[src/shared/mii_switch_pkg.sv]
// Constants for the MII port switch controller.
// Assumes a 25 MHz system clock and a device with a 2-bit clock source selector.
package mii_switch_pkg;

	// ==========================================================
	// Clock and timing
	localparam int        CLK_PERIOD_NS = 40;
	localparam int        MIN_CLK_EDGES = 5;
	localparam int        CLK_IDLE_NS   = 4000;
	// The first edge only opens the count: five whole periods need six edges
	localparam logic [2:0] EDGE_TARGET  = 3'(MIN_CLK_EDGES + 1);
	localparam logic [6:0] IDLE_CYC     =
		7'((CLK_IDLE_NS + CLK_PERIOD_NS - 1) / CLK_PERIOD_NS);

	// ==========================================================
	// Device clock source selector codes
	localparam logic [1:0] CLK_SEL_INT = 2'h0;
	localparam logic [1:0] CLK_SEL_EXT = 2'h1;
	localparam logic [1:0] CLK_SEL_DIS = 2'h2;

	// ==========================================================
	// Register map (byte offsets) and fields
	localparam logic [3:0] CTRL_OFS   = 4'h0;
	localparam logic [3:0] STATUS_OFS = 4'h4;
	localparam int CTRL_TARGET_BIT = 0;
	localparam int CTRL_START_BIT  = 1;
	localparam int CTRL_MGMT_BIT   = 2;
	localparam int CTRL_RUN_BIT    = 3;

	// ==========================================================
	// Sequencer states
	typedef enum logic [5:0] {
		ST_IDLE    = 6'h01,
		ST_WAIT_TX = 6'h02,
		ST_WAIT_RX = 6'h04,
		ST_WAIT_OFF = 6'h08,
		ST_SET_CLK = 6'h10,
		ST_WAIT_ON = 6'h20
	} seq_e;

endpackage

[src/hw/mii_port_switch.sv]
// Host-side sequencer that switches the device's MII between internal and external PHY.
// Assumes device management busy, halt status and MII clocks arrive asynchronously.
module mii_port_switch
	import mii_switch_pkg::*;
(
	input  wire logic        clk,
	input  wire logic        rst,
	input  wire logic [3:0]  address,
	input  wire logic        read,
	input  wire logic        write,
	input  wire logic [31:0] writedata,
	output logic [31:0]      readdata,
	output logic             waitrequest,
	input  wire logic        int_tx_clk,
	input  wire logic        int_rx_clk,
	input  wire logic        ext_tx_clk,
	input  wire logic        ext_rx_clk,
	input  wire logic        tx_halted,
	input  wire logic        rx_halted,
	input  wire logic        mgmt_busy,
	output logic [1:0]       clk_source_select,
	output logic             mii_signal_port_select,
	output logic             management_port_select,
	output logic             tx_enable,
	output logic             rx_enable
);

	// ==========================================================
	// State
	typedef struct packed {
		seq_e            st;
		logic [6:0]      sync1;
		logic [6:0]      sync2;
		logic [3:0]      clk_prev;
		logic [3:0][2:0] edges;
		logic [3:0][6:0] idle;
		logic            target;
		logic            run;
		logic            mgmt_want;
		logic [1:0]      clk_sel;
		logic            port_sel;
		logic            mgmt_sel;
		logic            tx_en;
		logic            rx_en;
		logic            wreq;
		logic [31:0]     rdata;
	} state_s;

	state_s      state_r;
	state_s      state_nxt;
	logic [6:0]  async_in;
	logic [3:0]  clk_rise;
	logic        tx_halted_s;
	logic        rx_halted_s;
	logic        mgmt_busy_s;
	logic        ctrl_wr;
	logic        off_settled;
	logic        on_settled;

	// Clock set of one port: internal is bits 1:0, external 3:2
	function automatic logic [3:0] port_mask(input logic ext);
		port_mask = ext ? 4'hc : 4'h3;
	endfunction

	// Every clock in the mask has shown six edges or has stood still
	function automatic logic settled(input logic [3:0] mask,
		input logic [3:0][2:0] e, input logic [3:0][6:0] idl);
		settled = 1'b1;
		for (int i = 0; i < 4; i++) begin
			if (mask[i] && e[i] < EDGE_TARGET && idl[i] != IDLE_CYC) begin
				settled = 1'b0;
			end
		end
	endfunction

	assign async_in = {mgmt_busy, rx_halted, tx_halted,
		ext_rx_clk, ext_tx_clk, int_rx_clk, int_tx_clk};
	assign clk_rise    = state_r.sync2[3:0] & ~state_r.clk_prev;
	assign tx_halted_s = state_r.sync2[4];
	assign rx_halted_s = state_r.sync2[5];
	assign mgmt_busy_s = state_r.sync2[6];
	assign ctrl_wr = write && !state_r.wreq && address[3:2] == CTRL_OFS[3:2];

	// Settle results shared by the sequencer and its checks
	assign off_settled = settled(4'hf, state_r.edges, state_r.idle);
	assign on_settled  = settled(port_mask(state_r.port_sel), state_r.edges, state_r.idle);

	// ==========================================================
	// Next state
	always_comb begin
		state_nxt = state_r;
		state_nxt.sync1 = async_in;
		state_nxt.sync2 = state_r.sync1;
		state_nxt.clk_prev = state_r.sync2[3:0];

		// Edge and idle counters per MII clock
		for (int i = 0; i < 4; i++) begin
			if (clk_rise[i]) begin
				state_nxt.idle[i] = 7'h00;
				if (state_r.edges[i] != EDGE_TARGET) begin
					state_nxt.edges[i] = state_r.edges[i] + 3'h1;
				end
			end else if (state_r.idle[i] != IDLE_CYC) begin
				state_nxt.idle[i] = state_r.idle[i] + 7'h01;
			end
		end

		// Avalon slave: one wait state per access
		state_nxt.wreq = 1'b1;
		if ((read || write) && state_r.wreq) begin
			state_nxt.wreq = 1'b0;
		end
		if (read && state_r.wreq) begin
			state_nxt.rdata = 32'h0;
			unique case (address[3:2])
				CTRL_OFS[3:2]: begin
					state_nxt.rdata[CTRL_TARGET_BIT] = state_r.target;
					state_nxt.rdata[CTRL_MGMT_BIT]   = state_r.mgmt_want;
					state_nxt.rdata[CTRL_RUN_BIT]    = state_r.run;
				end
				STATUS_OFS[3:2]: begin
					state_nxt.rdata[0]   = state_r.st != ST_IDLE;
					state_nxt.rdata[1]   = state_r.port_sel;
					state_nxt.rdata[3:2] = state_r.clk_sel;
					state_nxt.rdata[4]   = state_r.mgmt_sel;
					state_nxt.rdata[5]   = state_r.tx_en;
					state_nxt.rdata[6]   = state_r.rx_en;
					state_nxt.rdata[7]   = tx_halted_s;
					state_nxt.rdata[8]   = rx_halted_s;
				end
				default: begin
					state_nxt.rdata = 32'h0;
				end
			endcase
		end
		if (ctrl_wr) begin
			state_nxt.mgmt_want = writedata[CTRL_MGMT_BIT];
			state_nxt.run = writedata[CTRL_RUN_BIT];
		end

		// Management select follows only between transactions
		if (!mgmt_busy_s) begin
			state_nxt.mgmt_sel = state_r.mgmt_want;
		end

		unique case (state_r.st)
			ST_IDLE: begin
				if (ctrl_wr && writedata[CTRL_START_BIT]) begin
					// Software has already settled both PHYs over management
					state_nxt.target = writedata[CTRL_TARGET_BIT];
					state_nxt.run = 1'b1;
					state_nxt.tx_en = 1'b0;
					state_nxt.st = ST_WAIT_TX;
				end else if (ctrl_wr) begin
					state_nxt.tx_en = writedata[CTRL_RUN_BIT];
					state_nxt.rx_en = writedata[CTRL_RUN_BIT];
				end
			end
			ST_WAIT_TX: begin
				if (tx_halted_s) begin
					state_nxt.rx_en = 1'b0;
					state_nxt.st = ST_WAIT_RX;
				end
			end
			ST_WAIT_RX: begin
				if (rx_halted_s) begin
					state_nxt.clk_sel = CLK_SEL_DIS;
					state_nxt.edges = '0;
					state_nxt.idle = '0;
					state_nxt.st = ST_WAIT_OFF;
				end
			end
			ST_WAIT_OFF: begin
				// Stopped clocks time out and drop out of the wait
				if (off_settled) begin
					state_nxt.port_sel = state_r.target;
					state_nxt.st = ST_SET_CLK;
				end
			end
			ST_SET_CLK: begin
				state_nxt.clk_sel = state_r.port_sel ? CLK_SEL_EXT : CLK_SEL_INT;
				state_nxt.edges = '0;
				state_nxt.idle = '0;
				state_nxt.st = ST_WAIT_ON;
			end
			ST_WAIT_ON: begin
				if (on_settled) begin
					if (!state_r.tx_en) begin
						state_nxt.tx_en = 1'b1;
					end else begin
						state_nxt.rx_en = 1'b1;
						state_nxt.st = ST_IDLE;
					end
				end
			end
			default: begin
				state_nxt.st = ST_IDLE;
			end
		endcase
	end

	always_ff @(posedge clk or posedge rst) begin
		if (rst) begin
			state_r <= '{st: ST_IDLE, clk_sel: CLK_SEL_INT, wreq: 1'b1, default: '0};
		end else begin
			state_r <= state_nxt;
		end
	end

	assign readdata               = state_r.rdata;
	assign waitrequest            = state_r.wreq;
	assign clk_source_select      = state_r.clk_sel;
	assign mii_signal_port_select = state_r.port_sel;
	assign management_port_select = state_r.mgmt_sel;
	assign tx_enable              = state_r.tx_en;
	assign rx_enable              = state_r.rx_en;

	// Any clock short of six edges and not yet timed out keeps the clock-off wait open
	for (genvar g = 0; g < 4; g++) begin : g_clk_chk

	end
endmodule

[config.mk]
export PLATFORM = sky130hd
export DESIGN_NAME = mii_port_switch
export DESIGN_NICKNAME = d
export VERILOG_FILES = /design/src/shared/mii_switch_pkg.sv /design/src/hw/mii_port_switch.sv
export SDC_FILE = /design/constraint.sdc
export NUM_CORES = 1
export LEC_CHECK = 0
export BUFFER_PORTS_ARGS = -buffer_cell sky130_fd_sc_hd__buf_2
export CAP_MARGIN = 0
export CORE_MARGIN = 8
export CORE_UTILIZATION = 59
export DETAILED_ROUTE_END_ITERATION = 10
export GPL_ROUTABILITY_DRIVEN = 0
export MAX_ROUTING_LAYER = met4
export PLACE_DENSITY = 0.85
export SYNTH_ARGS = -nofsm -noshare
export SYNTH_HDL_FRONTEND = slang
export SYNTH_SLANG_ARGS = --single-unit
[constraint.sdc]
create_clock -name clk -period 3.56 [get_ports clk]
set_input_delay 0.178 -clock clk [delete_from_list [all_inputs] [get_ports clk]]
set_output_delay 0.178 -clock clk [all_outputs]
set_load 0.005 [all_outputs]
==> results.toml <==
[clocking]
cts_tree = "built"
insertion_delay_ns = 0.35
numCtsBuffers = 9
root_buffer = "clkbuf_8"
clkTransAtPathRegs_ns = 0.08
cts_sinks = 83
h-tree-depth = 3
ctsResizeCount = 0
clock_path_buffers = 2

[routing]
drt_iter0_drc = 138
drtAntennaViolNets = 0
route.met2.wl_um = 3810
via_per_inst = 5.33
top_layer_used = "met4"
drt_pass1_iterations = 4
vias = 2727
route.met3.wl_um = 259
met1_length_um = 3270
drt_wl_total_um = 7500
wl_per_cell_um = 14.6
drc = 0

[synthesis]
synth_cell_types = 52
synth-seq-cells = 83
postSynthAreaPerCell_um2 = 11.0
synthSimpleGateAreaFrac_pct = 19.1
synth_warnings = 0
synth_top_family_by_area = "simple AND/OR/NAND/NOR gates"
synthAdderAreaFrac_pct = 4.81
ys_seq_area_share_pct = 50.0
synth-xor-area-share_pct = 5.90
synth-compound-area-share_pct = 7.67
synthCells = 378
postSynth.asyncResetShare_pct = 100
syn_area_um2 = 4160
synth_mux_area_share_pct = 2.56
synth_edf_count = 0
synth_flop_cell = "dfrtp_1"

[critical_path]
worstPathCellList = "inv_1 > ha_1 > nand4b_1 > nor3b_2 > o2bb2ai_1 > nor3_1 > mux2_2"
cp_data_required_time_ns = 3.80
slowest_stage = "nor3b_2"
arrival_ns = 2.53
cp-start-kind = "flop"
path_buf_inv = 1
critPathCaptureType = "flop"
crit_family = "simple AND/OR/NAND/NOR gates"
r2r_setup_slack_ns = 1.27
max_stage_delay_ns = 0.46
worstSetupPathType = "reg -> reg"
critPathMaxFanout = 6

[outcome]
run_status = "finished clean"

[die]
initial_core_util_pct = 61.2
num_rows = 30
die_y_um = 99.9
dieWidth_um = 99.9
die_area_um2 = 9990
core-area_um2 = 6790
ios = 86

[timing]
whs_ns = 0.0512
timing.final.crit_share_pct = 64.2
slew_headroom_pct = 44.8
finalClockSkew_ns = 0.0120
hold_viol = 0
drv_slew = 0
setup-violations-final = 0
tightestPinTransition_ns = 0.826
layout_min_cycle_time_ns = 2.29
fmax_mhz = 437
rsz0062_at_grt = "false"
tns_ns = 0

[min_path]
hold_path_class = "in -> reg"

[placement]
postPlaceCellArea_um2 = 4190
place_hpwl_um = 5220
port_buffers = 32

[global_route]
grt_pass1_wl_um = 13000
overflow = 0
antenna_found_initial = 0
grt_max_degree = 49
grt_pass1_vias = 2867
grt_use_total_pct = 16.7

[power]
clkPwrFrac_pct = 29.0
vdd_drop_max_mv = 0.496
p_sw_w = 0.000932
internal-power_w = 0.00204
netSwitchingFraction_pct = 31.3
seqPwrFrac_pct = 46.4
power.density_nw_per_um2 = 655
total_power_w = 0.00298
power_leakage_nw = 2.19
p_comb_share_pct = 24.6

[finish]
fin_util_pct = 66.9
final_cell_area_um2 = 4540
antennaDiodeCount = 0
layout_common_cells = "dfrtp_1 (81), nor2_1 (41), buf_2 (32), nand2_1 (23), conb_1 (23)"
nFillCells = 493
syn_to_final_growth_pct = 9.30
drive_above_1_share_pct = 16.8
final_common_cell = "dfrtp_1"
layout.nets = 474

[run]
maxCapViolCount = 0
power groups by stage:
stage	clock network [W]	logic [W]	registers, W
floorplan	0	0.000618	0.00134
global placement	0	0.000673	0.00138
detailed placement	0	0.000715	0.00139
CTS	0.000873	0.000736	0.00138
global route	0.000917	0.000848	0.00142
finish	0.000863	0.000731	0.00138
stage by stage:
stage               cells  worst slack [ns]
detailed placement    486              1.31
CTS                   512              1.28
finish                512              1.27
floorplan             400              1.25
global route          512              1.10
global placement      486              1.43
registers in the layout (all words and copies together), names as in the netlist:
signal,cells
state_r,54
state_nxt,11
readdata,9
clk_source_select,2
management_port_select,1
mgmt_busy_s,1
mii_signal_port_select,1
rx_enable,1
rx_halted_s,1
tx_enable,1
waitrequest,1
final timing paths:
check	end	from	depth (start not counted)
setup / recovery	mii_signal_port_select	state_r[63]	7
min in group asynchronous	readdata[1]	rst	3
hold / removal	state_r[41]	writedata[0]	2
max in group asynchronous	state_r[100]	rst	4
hold reg to reg	state_r[90]	state_nxt[90]	0
setup reg to reg	mii_signal_port_select	state_r[63]	7
worst reg2reg max path: cells and delay by family (launching register included):
kind	cells	cell delay [ns]
AOI/OAI and AO/OA	1	0.26
adders and majority gates	1	0.16
DFF	1	0.41
and+or+nand+nor	3	0.88
buffers and inverters	1	0.10
muxes	1	0.36
Yosys cell counts (all sizes together) (6+ instances only):
library cell  instances  area [µm²]
inv                  18        67.6
a22o                  6        52.6
ha                   16         200
xnor2                13         114
dfrtp                81        2030
xor2                 15         131
nand2                24        92.6
nand3                13        65.1
buf                  42         338
nor3                 10        81.3
nor2                 41         154
a21oi                12        60.1
o21ai                 8        40.0
layer usage:
metal  vias to the layer above  global-route usage [%]
met5                         -                       -
met4                         0                    8.61
met3                        13                    2.98
met2                        59                    27.3
met1                      1349                    19.3
li1                       1306                       -
final cells by class:
type	instances	area (µm²)	share of cell area [%]
Inverter	18	68.8	1.51
Clock inverter	5	125	2.75
Timing Repair Buffer	43	268	5.89
Tap cell	96	120	2.64
Multi-Input combinational cell	256	1750	38.5
Sequential cell	83	2080	45.8
Clock buffer	11	131	2.89
kinds of logic (layout without fill, tap and decap cells):
group	Yosys count	count (layout)
AOI/OAI and AO/OA	45	45
xor gates and xnor gates	28	28
other	1	23
DFF	83	83
adders and majority gates	16	16
and+or+nand+nor	134	134
buffers and inverters	61	77
muxes	10	10
what timing repair did:
item,CTS,global route
endpoints found under the hold margin,55,0
endpoints found under the setup margin,0,0
hold buffers,10,0
buffers inserted,0,0
Power figures use the tool's default switching activity.
